===== config.mk =====
export PLATFORM = sky130hd
export DESIGN_NAME = slx_core
export DESIGN_NICKNAME = d
export VERILOG_FILES = /design/src/slx_pkg.sv /design/src/slx_core.sv /design/src/slx_lane_gate.sv
export SDC_FILE = /design/constraint.sdc
export NUM_CORES = 1
export LEC_CHECK = 0
export CAP_MARGIN = 15
export CORE_MARGIN = 2
export CORE_UTILIZATION = 37
export CTS_CLUSTER_DIAMETER = 80
export CTS_CLUSTER_SIZE = 24
export DETAILED_ROUTE_END_ITERATION = 7
export DONT_BUFFER_PORTS = 1
export PLACE_DENSITY = 0.49
export SLEW_MARGIN = 20
export SYNTH_ARGS = -nofsm -noshare
export SYNTH_HDL_FRONTEND = slang
export SYNTH_SLANG_ARGS = --single-unit

===== constraint.sdc =====
create_clock -name core_clk_i -period 1.85 [get_ports core_clk_i]
set_clock_uncertainty 0.2 [all_clocks]
set_input_delay 0.0925 -clock core_clk_i [delete_from_list [all_inputs] [get_ports core_clk_i]]
set_output_delay 0.0925 -clock core_clk_i [all_outputs]
set_load 0.02 [all_outputs]

===== src/slx_pkg.sv =====
// package for spare-lane and sync-header control block
// assumes one 20 MHz clock and an 8-bit register port
`default_nettype none
package slx_pkg;
  localparam int unsigned LANES = 8;
  localparam logic [9:0] ADDR_LINK_A_SPARE = 10'h20a;
  localparam logic [9:0] ADDR_LINK_B_SPARE = 10'h20b;
  localparam logic [9:0] ADDR_SYNC_SEL = 10'h20f;
  localparam logic [7:0] RST_SPARE = 8'h00;
  localparam logic [7:0] RST_SYNC_SEL = 8'h00;
  localparam int unsigned SER_ON_BIT = 0;
  localparam logic [1:0] SH_CRC12 = 2'h0;
  localparam logic [1:0] SH_FEC = 2'h2;
  localparam logic [3:0] TEST_NONE = 4'h0;
  localparam logic [3:0] TEST_RAMP = 4'h4;
  localparam logic [3:0] TEST_ALT = 4'h5;
  typedef enum logic [1:0] {
    SLX_SH_IDLE,
    SLX_SH_CRC,
    SLX_SH_FEC
  } slx_sh_t;
endpackage : slx_pkg
`default_nettype wire


===== src/slx_core.sv =====
// spare-lane enable and sync-header content control for two links
// assumes host writes config only while transmitter_enable is low
//
// Operation
// - link A register bits 7..1 turn on lane n link-layer clock, bit n to lane n.
// - link B register bits 7..1 turn on lane n link-layer clock, bit n to lane n.
// - bit 0 clear gives clocks only, bit 0 set also turns on the spare serializers.
// - requested spare lanes turn on even when the link format leaves them unused.
// - spare lanes use the rate and format of the current link format and test selection.
// - a spare-only lane sends an octet ramp (test 4) when test selection is 0 or 5.
// - a powered-down link keeps its lanes off regardless of spare bits.
// - serializer n is clocked only when lanes 0 to n-1 are enabled.
// - sync field 0 sends CRC-12, 2 sends FEC, 1 and 3 are reserved.
// - each multi-block sync word carries 32 header bits.
// - sync selection acts only in 64b/66b link formats.
// - command fields are sent as zero, idle headers.
//
// Decided for this implementation: the strobed register port.
`default_nettype none
module slx_core #(
  parameter int unsigned LANES = 8
) (
  // clock and reset
  input wire logic core_clk_i,
  input wire logic srst_i,
  // register port
  input wire logic [9:0] reg_addr_i,
  input wire logic [7:0] reg_wdata_i,
  input wire logic reg_wr_i,
  input wire logic reg_rd_i,
  output logic [7:0] reg_rdata_o,
  // link configuration
  input wire logic transmitter_enable_i,
  input wire logic [1:0] channel_power_down_i,
  input wire logic [LANES-1:0] link_a_mode_lanes_i,
  input wire logic [LANES-1:0] link_b_mode_lanes_i,
  input wire logic link_is_64b66b_i,
  input wire logic [3:0] lane_test_pattern_sel_i,
  // lane gates
  output logic [LANES-1:0] link_a_clk_en_o,
  output logic [LANES-1:0] link_a_ser_en_o,
  output logic [LANES-1:0] link_b_clk_en_o,
  output logic [LANES-1:0] link_b_ser_en_o,
  output logic [LANES-1:0] link_a_ramp_o,
  output logic [LANES-1:0] link_b_ramp_o,
  output logic [3:0] lane_pattern_o,
  // sync header
  output logic [1:0] sync_word_kind_o,
  output logic [31:0] sync_cmd_bits_o
);
  // ==========================================================
  // registers
  logic [7:0] link_a_spare_r;
  logic [7:0] link_b_spare_r;
  logic [1:0] sync_word_content_sel_r;
  logic link_a_spare_serializer_on;
  logic link_b_spare_serializer_on;
  slx_pkg::slx_sh_t sh_kind;
  localparam logic [1:0] RST_SYNC_SEL_2 = slx_pkg::RST_SYNC_SEL[1:0];
  localparam slx_pkg::slx_sh_t SLX_IDLE_K = slx_pkg::SLX_SH_IDLE;

  always_ff @(posedge core_clk_i) begin
    if (srst_i) begin
      link_a_spare_r <= slx_pkg::RST_SPARE;
      link_b_spare_r <= slx_pkg::RST_SPARE;
    end else if (reg_wr_i) begin
      if (reg_addr_i == slx_pkg::ADDR_LINK_A_SPARE) begin
        link_a_spare_r <= reg_wdata_i;
      end
      if (reg_addr_i == slx_pkg::ADDR_LINK_B_SPARE) begin
        link_b_spare_r <= reg_wdata_i;
      end
    end
  end

  always_ff @(posedge core_clk_i) begin
    if (srst_i) begin
      sync_word_content_sel_r <= RST_SYNC_SEL_2;
    end else if (reg_wr_i && reg_addr_i == slx_pkg::ADDR_SYNC_SEL) begin
      sync_word_content_sel_r <= reg_wdata_i[1:0];
    end
  end
  always_ff @(posedge core_clk_i) begin
    if (srst_i) begin
      reg_rdata_o <= 8'h00;
    end else if (reg_rd_i) begin
      case (reg_addr_i)
        slx_pkg::ADDR_LINK_A_SPARE: reg_rdata_o <= link_a_spare_r;
        slx_pkg::ADDR_LINK_B_SPARE: reg_rdata_o <= link_b_spare_r;
        slx_pkg::ADDR_SYNC_SEL: reg_rdata_o <= {6'h00, sync_word_content_sel_r};
        default: reg_rdata_o <= 8'h00;
      endcase
    end else begin
      reg_rdata_o <= 8'h00;
    end
  end

  // ==========================================================
  // lane gating
  assign link_a_spare_serializer_on = link_a_spare_r[slx_pkg::SER_ON_BIT];
  assign link_b_spare_serializer_on = link_b_spare_r[slx_pkg::SER_ON_BIT];
  logic [LANES-1:0] a_clk, a_ser, a_only, b_clk, b_ser, b_only;

  slx_lane_gate #(.LANES(LANES)) u_gate_a (
    .spare_req_i(link_a_spare_r[LANES-1:0]),
    .ser_on_i(link_a_spare_serializer_on),
    .mode_lanes_i(link_a_mode_lanes_i),
    .powered_i(~channel_power_down_i[0]),
    .clk_en_o(a_clk),
    .ser_en_o(a_ser),
    .spare_only_o(a_only)
  );
  slx_lane_gate #(.LANES(LANES)) u_gate_b (
    .spare_req_i(link_b_spare_r[LANES-1:0]),
    .ser_on_i(link_b_spare_serializer_on),
    .mode_lanes_i(link_b_mode_lanes_i),
    .powered_i(~channel_power_down_i[1]),
    .clk_en_o(b_clk),
    .ser_en_o(b_ser),
    .spare_only_o(b_only)
  );

  logic ramp_sub;
  assign ramp_sub = (lane_test_pattern_sel_i == slx_pkg::TEST_NONE) ||
                    (lane_test_pattern_sel_i == slx_pkg::TEST_ALT);

  always_ff @(posedge core_clk_i) begin
    if (srst_i) begin
      link_a_clk_en_o <= '0;
      link_a_ser_en_o <= '0;
      link_b_clk_en_o <= '0;
      link_b_ser_en_o <= '0;
      link_a_ramp_o <= '0;
      link_b_ramp_o <= '0;
      lane_pattern_o <= slx_pkg::TEST_NONE;
    end else begin
      link_a_clk_en_o <= a_clk;
      link_a_ser_en_o <= a_ser;
      link_b_clk_en_o <= b_clk;
      link_b_ser_en_o <= b_ser;
      link_a_ramp_o <= ramp_sub ? a_only : '0;
      link_b_ramp_o <= ramp_sub ? b_only : '0;
      lane_pattern_o <= lane_test_pattern_sel_i;
    end
  end

  // ==========================================================
  // sync header content
  always_comb begin
    if (!link_is_64b66b_i) begin
      sh_kind = SLX_IDLE_K;
    end else begin
      case (sync_word_content_sel_r)
        slx_pkg::SH_CRC12: sh_kind = slx_pkg::SLX_SH_CRC;
        slx_pkg::SH_FEC: sh_kind = slx_pkg::SLX_SH_FEC;
        default: sh_kind = slx_pkg::SLX_SH_IDLE;
      endcase
    end
  end

  always_ff @(posedge core_clk_i) begin
    if (srst_i) begin
      sync_word_kind_o <= 2'h0;
      sync_cmd_bits_o <= 32'h0000_0000;
    end else begin
      sync_word_kind_o <= sh_kind;
      sync_cmd_bits_o <= 32'h0000_0000;
    end
  end
endmodule : slx_core
`default_nettype wire


===== src/slx_lane_gate.sv =====
// gating of one link's lane clocks and serializers
// assumes mode lane mask and power state arrive synchronous to clk
`default_nettype none
module slx_lane_gate #(
  parameter int unsigned LANES = 8
) (
  // spare-lane control
  input wire logic [LANES-1:0] spare_req_i,
  input wire logic ser_on_i,
  // link state
  input wire logic [LANES-1:0] mode_lanes_i,
  input wire logic powered_i,
  // gates
  output logic [LANES-1:0] clk_en_o,
  output logic [LANES-1:0] ser_en_o,
  output logic [LANES-1:0] spare_only_o
);
  logic [LANES-1:0] want;
  logic [LANES-1:0] ser_want;
  always_comb begin
    want = (mode_lanes_i | {spare_req_i[LANES-1:1], 1'b0})
           & {LANES{powered_i}};
    clk_en_o = want;
    spare_only_o = want & ~mode_lanes_i;
    ser_want = mode_lanes_i | (ser_on_i ? want : '0);
    ser_want = ser_want & want;
    ser_en_o[0] = ser_want[0];
    for (int n = 1; n < LANES; n++) begin
      ser_en_o[n] = ser_want[n] & ser_en_o[n-1] & want[n-1];
    end
  end
endmodule : slx_lane_gate
`default_nettype wire


==> qor_table.md, run 1 <==
| Result | Value | Unit |
|:---|:---|:---|
| Violated checks | hold timing, setup timing | - |
| Mux cell area share after synthesis | 8.71 | % |
| Number of CTS-inserted buffers | 9 | - |
| Slew @ Worst Pin | 0.549 | ns |
| Share of synthesized cell area in full adder, half adder and majority cells | 0 | % |
| Worst slack at placement | 0.276 | ns |
| Global-route wire length before repair | 11800 | µm |
| Static leakage | 1.68 | nW |
| Area of the mapped netlist | 3020 | µm² |
| Number of global-route vias before repair | 2313 | - |
| Most common cell after layout, fill and taps aside | sky130_fd_sc_hd__dfxtp_1 | - |
| Met3 wire length | 455 | µm |
| DR vias/cell | 4.69 | - |
| First drt pass iteration count | 4 | - |
| Type of the most critical hold path | input pin to flip-flop | - |
| Critical path startpoint category | input pin | - |
| Skew-Pair Late Insertion Delay | 0.35 | ns |
| Final setup margin | -0.00258 | ns |
| Layout Cells excl Fill | 490 | - |
| DIE WIDTH | 94.3 | µm |
| DIE AREA | 8890 | µm² |
| Kind of critical path | input pin to flip-flop | - |
| Die span in y | 94.3 | µm |
| Met1 WL | 3080 | µm |
| Sinks on the clock net | 80 | - |
| Top-level port count | 140 | - |
| Final hold slack | -0.0745 | ns |
| Count of input and output buffers | 0 | - |
| Wire per inst | 15.5 | µm |
| Maximum buffer depth of the clock tree | 2 | - |
| H-tree lvl count | 3 | - |
| Crit end category | flip-flop | - |
| Final layout net count | 429 | - |
| Via total after detailed routing | 2296 | - |
| Final Total Pwr | 3.31 | mW |
| Commonest non-fill, non-tap cells in the layout | sky130_fd_sc_hd__dfxtp_1 (80), sky130_fd_sc_hd__dlygate4sd3_1 (75), sky130_fd_sc_hd__nor2_1 (38) | - |
| Total length of routed wires | 7580 | µm |
| Sequential-to-total area share from yosys stat | 53.1 | % |
| Remaining max-slew budget at the tightest pin | 63.4 | % |
| Total power per unit cell area | 811 | nW/µm² |
| Final critical path time including I/O delays and setup | 1.85 | ns |
| Final routed DRC violation total | 0 | - |
| Setup violations, final | 1 | - |
| Master cell of the clock root buffer | sky130_fd_sc_hd__clkbuf_8 | - |
| Peak fanout along the critical path | 5 | - |
| Post-Synth XOR/XNOR Area | 0.290 | % |
| Fraction of the mapped netlist area in compound gates | 3.53 | % |
| # Max-Cap Violations | 0 | - |
| Last weighted congestion value of the routability-driven placer | 0.761 | - |
| CP arrival | 1.94 | ns |
| # diodes | 0 | - |
| Highest Signal Layer | met4 | - |
| Number of antenna violations at the first check in global routing | 0 | - |
| Sum of overflow across all layers after global routing | 0 | - |
| Initial Utilization | 38.6 | % |
| Fraction of final layout cells with drive strength greater than 1 | 11.1 | % |
| Ys Warns | 0 | - |
| Simple-gate area share of the yosys netlist | 24.6 | % |
| Largest family of logic cells by synthesized area | simple AND/OR/NAND/NOR gates | - |
| Remaining antenna violation count after routing | 0 | - |
| Gate count of the mapped netlist | 294 | - |
| # placed instances | 394 | - |
| Layout Area Growth over Synthesis | 35.1 | % |
| Number of rows created at floorplan | 32 | - |
| Flop and latch count out of synthesis | 80 | - |
| Maximum vdd ir drop | 271 | µV |
| Number of hold violations in the final report | 7 | - |
| Max Slew Vio Count | 0 | - |
| Achievable Freq | 540 | MHz |
| Library cells used by synthesis | 35 | - |
| Average footprint of a synthesized cell | 10.3 | µm² |
| Register-to-register path setup slack | 0.11 | ns |
| CTS tree | done | - |
| Result of the run | complete, but fails checks | - |
| Total GRT Usage | 17.4 | % |
| Number of violations reported at the end of detailed-routing iteration 0 | 51 | - |
| Detailed placement HPWL | 4930 | µm |
| Post-route fraction of the period consumed by the critical path | 100 | % |
| Required time of the critical path | 1.93 | ns |
| Floorplan Core Area | 7810 | µm² |
| Routed met2 length | 3920 | µm |
| Clock transition at the registers of the reported paths | 0.08 | ns |
| Maximum number of pins on one net before global-route repair | 38 | - |
-- sequential cells by signal, summed over array words and instances, names as in the netlist --
| signal | cells |
|---|---|
| link_a_clk_en_o | 8 |
| link_a_ramp_o | 8 |
| link_a_ser_en_o | 8 |
| link_a_spare_r | 8 |
| link_b_clk_en_o | 8 |
| link_b_ramp_o | 8 |
| link_b_ser_en_o | 8 |
| link_b_spare_r | 8 |
| reg_rdata_o | 8 |
| lane_pattern_o | 4 |
| sync_word_content_sel_r | 2 |
| sync_word_kind_o | 2 |
-- logic make-up after synthesis --
logic type             Yosys count
AND/OR/NAND/NOR                122
flip-flops                      80
buffers and inverters           45
multiplexers                    26
AO/OA/AOI/OAI                   19
XOR/XNOR                         1
other                            1
-- routing by layer --
| layer | GRT usage (%) | up-vias |
|---|---|---|
| li1 | - | 1109 |
| met1 | 20.8 | 1089 |
| met2 | 29.9 | 89 |
| met3 | 4.01 | 9 |
| met4 | 7.25 | 0 |
| met5 | 0 | - |
-- synthesized netlist by cell type --
library cell	instances	area (µm²)
sky130_fd_sc_hd__a21o_1	1	7.51
sky130_fd_sc_hd__a21oi_1	13	65.1
sky130_fd_sc_hd__a22oi_1	2	15.0
sky130_fd_sc_hd__and2_1	1	6.26
sky130_fd_sc_hd__and2_2	1	7.51
sky130_fd_sc_hd__and4bb_2	1	12.5
sky130_fd_sc_hd__buf_2	3	15.0
sky130_fd_sc_hd__buf_4	32	240
sky130_fd_sc_hd__clkbuf_1	7	26.3
sky130_fd_sc_hd__conb_1	1	3.75
sky130_fd_sc_hd__dfxtp_1	80	1600
sky130_fd_sc_hd__inv_1	3	11.3
sky130_fd_sc_hd__mux2_2	2	22.5
sky130_fd_sc_hd__mux2i_1	24	240
sky130_fd_sc_hd__nand2_1	2	7.51
sky130_fd_sc_hd__nand2b_1	27	169
sky130_fd_sc_hd__nand3_1	1	5.00
sky130_fd_sc_hd__nand3b_1	2	15.0
sky130_fd_sc_hd__nand4_1	1	6.26
sky130_fd_sc_hd__nand4_2	2	25.0
sky130_fd_sc_hd__nor2_1	38	143
sky130_fd_sc_hd__nor2b_1	5	31.3
sky130_fd_sc_hd__nor3_1	6	30.0
sky130_fd_sc_hd__nor3b_1	18	135
sky130_fd_sc_hd__nor4_1	3	18.8
sky130_fd_sc_hd__nor4_2	1	12.5
sky130_fd_sc_hd__nor4b_1	2	17.5
sky130_fd_sc_hd__nor4b_2	2	30.0
sky130_fd_sc_hd__nor4bb_1	1	10.0
sky130_fd_sc_hd__o22ai_1	3	18.8
sky130_fd_sc_hd__or2_2	2	12.5
sky130_fd_sc_hd__or3_1	1	6.26
sky130_fd_sc_hd__or3b_1	2	17.5
sky130_fd_sc_hd__or4_1	3	22.5
sky130_fd_sc_hd__xnor2_1	1	8.76
-- power by group --
| part | switching, mW | total (mW) | internal [mW] |
|---|---|---|---|
| clock network | 0.633 | 1.25 | 0.617 |
| logic | 0.149 | 0.270 | 0.121 |
| registers | 0.0418 | 1.79 | 1.75 |
| total | 0.823 | 3.31 | 2.48 |
-- stage by stage --
step                hold slack (ns)  util [%]  setup TNS [ns]  area (µm²)
finish                      -0.0745      52.2        -0.00258        4080
global route                -0.0648      52.2         -0.0702        4080
CTS                         0.00328      51.1               0        3990
detailed placement          -0.0291      38.9               0        3040
global placement            -0.0301      38.9               0        3040
floorplan                   -0.0314         -               0        3140
-- worst max-delay path: stages --
cell	delay [ns]
sky130_fd_sc_hd__dlygate4sd3_1	0.65
sky130_fd_sc_hd__nor3b_2	0.24
sky130_fd_sc_hd__nand3_2	0.17
sky130_fd_sc_hd__dlygate4sd3_1	0.65
sky130_fd_sc_hd__nor2_1	0.14
-- what timing repair did --
action	in CTS	in global routing
setup endpoints to repair	0	16
resized for setup	0	11
setup buffers	0	3
hold buffers	76	3
hold endpoints to repair	78	10
-- worst paths after layout --
| kind | start | endpoint | depth (start not counted) |
|---|---|---|---|
| max | reg_addr_i[2] | reg_rdata_o[4] | 5 |
| min | reg_addr_i[2] | link_b_spare_r[6] | 3 |
| max reg2reg | link_b_spare_r[0] | link_b_ser_en_o[1] | 5 |
| min reg2reg | link_b_spare_r[2] | link_b_clk_en_o[2] | 2 |
-- final cells by class --
cell class / count / area [µm²]
Tap cell: 102 / 128
Multi-Input combinational cell: 202 / 1300
Clock buffer: 10 / 128
Inverter: 3 / 11.3
Sequential cell: 80 / 1600
Clock inverter: 6 / 60.1
Fill cell: 739 / 3730
Timing Repair Buffer: 87 / 851
(Power assumes the default switching activity.)
==> run 2, diff against run 1 <==
--- a/config.mk
+++ b/config.mk
@@ -6,13 +6,15 @@
 export NUM_CORES = 1
 export LEC_CHECK = 0
 export CAP_MARGIN = 15
+export CELL_PAD_IN_SITES_DETAIL_PLACEMENT = 1
+export CELL_PAD_IN_SITES_GLOBAL_PLACEMENT = 1
 export CORE_MARGIN = 2
 export CORE_UTILIZATION = 37
 export CTS_CLUSTER_DIAMETER = 80
 export CTS_CLUSTER_SIZE = 24
 export DETAILED_ROUTE_END_ITERATION = 7
 export DONT_BUFFER_PORTS = 1
-export PLACE_DENSITY = 0.49
+export PLACE_DENSITY = 0.63
 export SLEW_MARGIN = 20
 export SYNTH_ARGS = -nofsm -noshare
 export SYNTH_HDL_FRONTEND = slang
==> run 2 against run 1 <==
Compared with the run above: the flow finishes with violations (hold timing); die area unchanged; cell area decreased by 0.86%; cell count decreased by 1.0%; core utilization decreased by 0.45 points; routed wire length increased by 9.1%; critical path type unchanged.
==> qor_table.md, run 2 (synthesis gave the netlist of run 1 again) <==
| Result | Value | Unit |
|:---|:---|:---|
| Kind of critical path | input pin to flip-flop | - |
| M2 GR Usage | 35.1 | % |
| DR vias/cell | 4.77 | - |
| Final layout net count | 425 | - |
| Final critical path time including I/O delays and setup | 1.84 | ns |
| Max Slew Vio Count | 0 | - |
| Setup violations, final | 0 | - |
| DIE WIDTH | 94.3 | µm |
| Maximum vdd ir drop | 357 | µV |
| Floorplan Core Area | 7810 | µm² |
| Remaining max-slew budget at the tightest pin | 61.1 | % |
| Die span in y | 94.3 | µm |
| Register-to-register path setup slack | 0.11 | ns |
| Number of hold violations in the final report | 3 | - |
| Launch instance of the worst register-to-register path | link_a_spare_r[0] | - |
| Number of violations reported at the end of detailed-routing iteration 0 | 34 | - |
| End of the worst register-to-register path | link_a_ser_en_o[1] | - |
| # Max-Cap Violations | 0 | - |
| End point of the worst hold path | reg_rdata_o[3] | - |
| Total power per unit cell area | 834 | nW/µm² |
| Count of input and output buffers | 0 | - |
| Final routed DRC violation total | 0 | - |
| Final total negative setup slack | 0 | ns |
| CTS tree | done | - |
| Peak fanout along the critical path | 6 | - |
| Violated checks | hold timing | - |
| Busiest grt layer | met2 | - |
| Top-level port count | 140 | - |
| Worst-path cell with the longest stage delay | sky130_fd_sc_hd__dlygate4sd3_1 | - |
| Achievable Freq | 544 | MHz |
| Number of cells on the worst hold path | 4 | - |
| Launch point of the worst hold path | reg_addr_i[7] | - |
| Number of CTS-inserted buffers | 9 | - |
| First drt pass iteration count | 4 | - |
| Wire per inst | 17.0 | µm |
| Result of the run | complete, but fails checks | - |
| Number of antenna violations at the first check in global routing | 0 | - |
| Sum of overflow across all layers after global routing | 0 | - |
| Skew-Pair Late Insertion Delay | 0.35 | ns |
| GRT met3 Usage | 4.82 | % |
| Final setup margin | 0.0109 | ns |
| Post-route standard cell area excluding fillers | 4040 | µm² |
| Total length of routed wires | 8260 | µm |
| Post-route fraction of the period consumed by the critical path | 99.4 | % |
| Global-route wire length before repair | 12600 | µm |
| Area taken by multi-input logic gates | 1280 | µm² |
| Sinks on the clock net | 80 | - |
| Layout Area Growth over Synthesis | 34.0 | % |
| Path depth of the worst reg2reg path | 4 | - |
| Remaining antenna violation count after routing | 0 | - |
| Total GRT Usage | 19.1 | % |
| Master cell of the clock root buffer | sky130_fd_sc_hd__clkbuf_8 | - |
| Fill cell total of the finished layout | 860 | - |
| CP arrival | 1.91 | ns |
| Static leakage | 1.66 | nW |
| Number of global-route vias before repair | 2449 | - |
| DIE AREA | 8890 | µm² |
| Fraction of final layout cells with drive strength greater than 1 | 8.62 | % |
| H-tree lvl count | 3 | - |
| # diodes | 0 | - |
| Final hold slack | -0.0147 | ns |
| Cells traversed along the worst timing path | dlygate4sd3_1, or3b_1, or4_1, nor4b_2 | - |
| Slew @ Worst Pin | 0.579 | ns |
| Detailed placement HPWL | 5110 | µm |
| Area post-placement | 3020 | µm² |
| Critical path startpoint category | input pin | - |
| Crit end category | flip-flop | - |
| Type of the most critical hold path | input pin to flip-flop | - |
| Number of rows created at floorplan | 32 | - |
| Via total after detailed routing | 2312 | - |
| Register cell area after layout | 1600 | µm² |
| Maximum number of pins on one net before global-route repair | 39 | - |
| Most common cell after layout, fill and taps aside | sky130_fd_sc_hd__dfxtp_1 | - |
| Last weighted congestion value of the routability-driven placer | 0.742 | - |
| Required time of the critical path | 1.92 | ns |
| Clock transition at the registers of the reported paths | 0.08 | ns |
| Worst slack at placement | 0.253 | ns |
| Maximum buffer depth of the clock tree | 2 | - |
| Routing usage on met1 | 20.5 | % |
| Largest stage delay on the critical path | 0.61 | ns |
| Initial Utilization | 38.6 | % |
| Commonest non-fill, non-tap cells in the layout | sky130_fd_sc_hd__dfxtp_1 (80), sky130_fd_sc_hd__dlygate4sd3_1 (76), sky130_fd_sc_hd__nor2_1 (38) | - |
-- run 2: cell count changes in the layout (fill, tap and decap cells not counted), moves of 2 or more --
cell,previous run,this run
sky130_fd_sc_hd__clkinv_2,3,0
sky130_fd_sc_hd__nor3_1,4,6
sky130_fd_sc_hd__clkinvlp_4,2,0
sky130_fd_sc_hd__clkbuf_8,9,11
sky130_fd_sc_hd__nor3_2,2,0
sky130_fd_sc_hd__buf_4,10,5
-- run 2: worst max-delay path by stage --
stage | start | end | slack [ns] | cells after the start
detailed placement | link_b_spare_r[2] | link_b_ser_en_o[4] | 0.25 | 3
global route | channel_power_down_i[0] | link_a_ser_en_o[7] | -0.01 | 4
finish | channel_power_down_i[0] | link_a_ser_en_o[7] | 0.01 | 4
floorplan | link_a_spare_r[0] | link_a_ser_en_o[7] | 0.25 | 4
global placement | link_b_spare_r[2] | link_b_ser_en_o[7] | 0.27 | 3
CTS | channel_power_down_i[1] | link_b_clk_en_o[3] | 0.02 | 4
-- run 2: stage by stage --
| step | util [%] | power [mW] | cells |
|---|---|---|---|
| floorplan | - | 2.02 | 327 |
| global placement | 38.7 | 1.97 | 392 |
| detailed placement | 38.7 | 1.98 | 392 |
| CTS | 51.3 | 3.39 | 485 |
| global route | 51.8 | 3.51 | 485 |
| finish | 51.8 | 3.37 | 485 |
-- run 2: final cells by class --
| type | instances | share of cell area, % |
|---|---|---|
| flip-flops and latches | 80 | 39.6 |
| clock inverters | 2 | 0.960 |
| inverters | 3 | 0.279 |
| multi-input cells | 202 | 31.7 |
| clock buffers | 13 | 3.93 |
| repair buffers | 83 | 20.4 |
| well taps | 102 | 3.16 |
-- run 2: power breakdown --
group / switching, mW / leakage (nW) / internal [mW]
Clock: 0.610 / 0.0997 / 0.694
Combinational: 0.154 / 0.909 / 0.122
Sequential: 0.0419 / 0.649 / 1.75
-- run 2: what timing repair did --
item | CTS | global route
resized for setup | 0 | 8
hold buffers | 78 | 0
setup endpoints to repair | 0 | 10
hold endpoints to repair | 78 | 0
buffers inserted | 0 | 0
-- run 2: metal layers --
metal / routed length [µm] / vias up
met3: 477 / 16
met2: 4410 / 87
met4: 189 / 0
met5: 0 / -
met1: 3180 / 1115
li1: - / 1094
-- run 2: critical path: cells and delay by family --
kind                   cells  cell delay [ns]
buffers and inverters      1             0.61
and+or+nand+nor            3             1.21
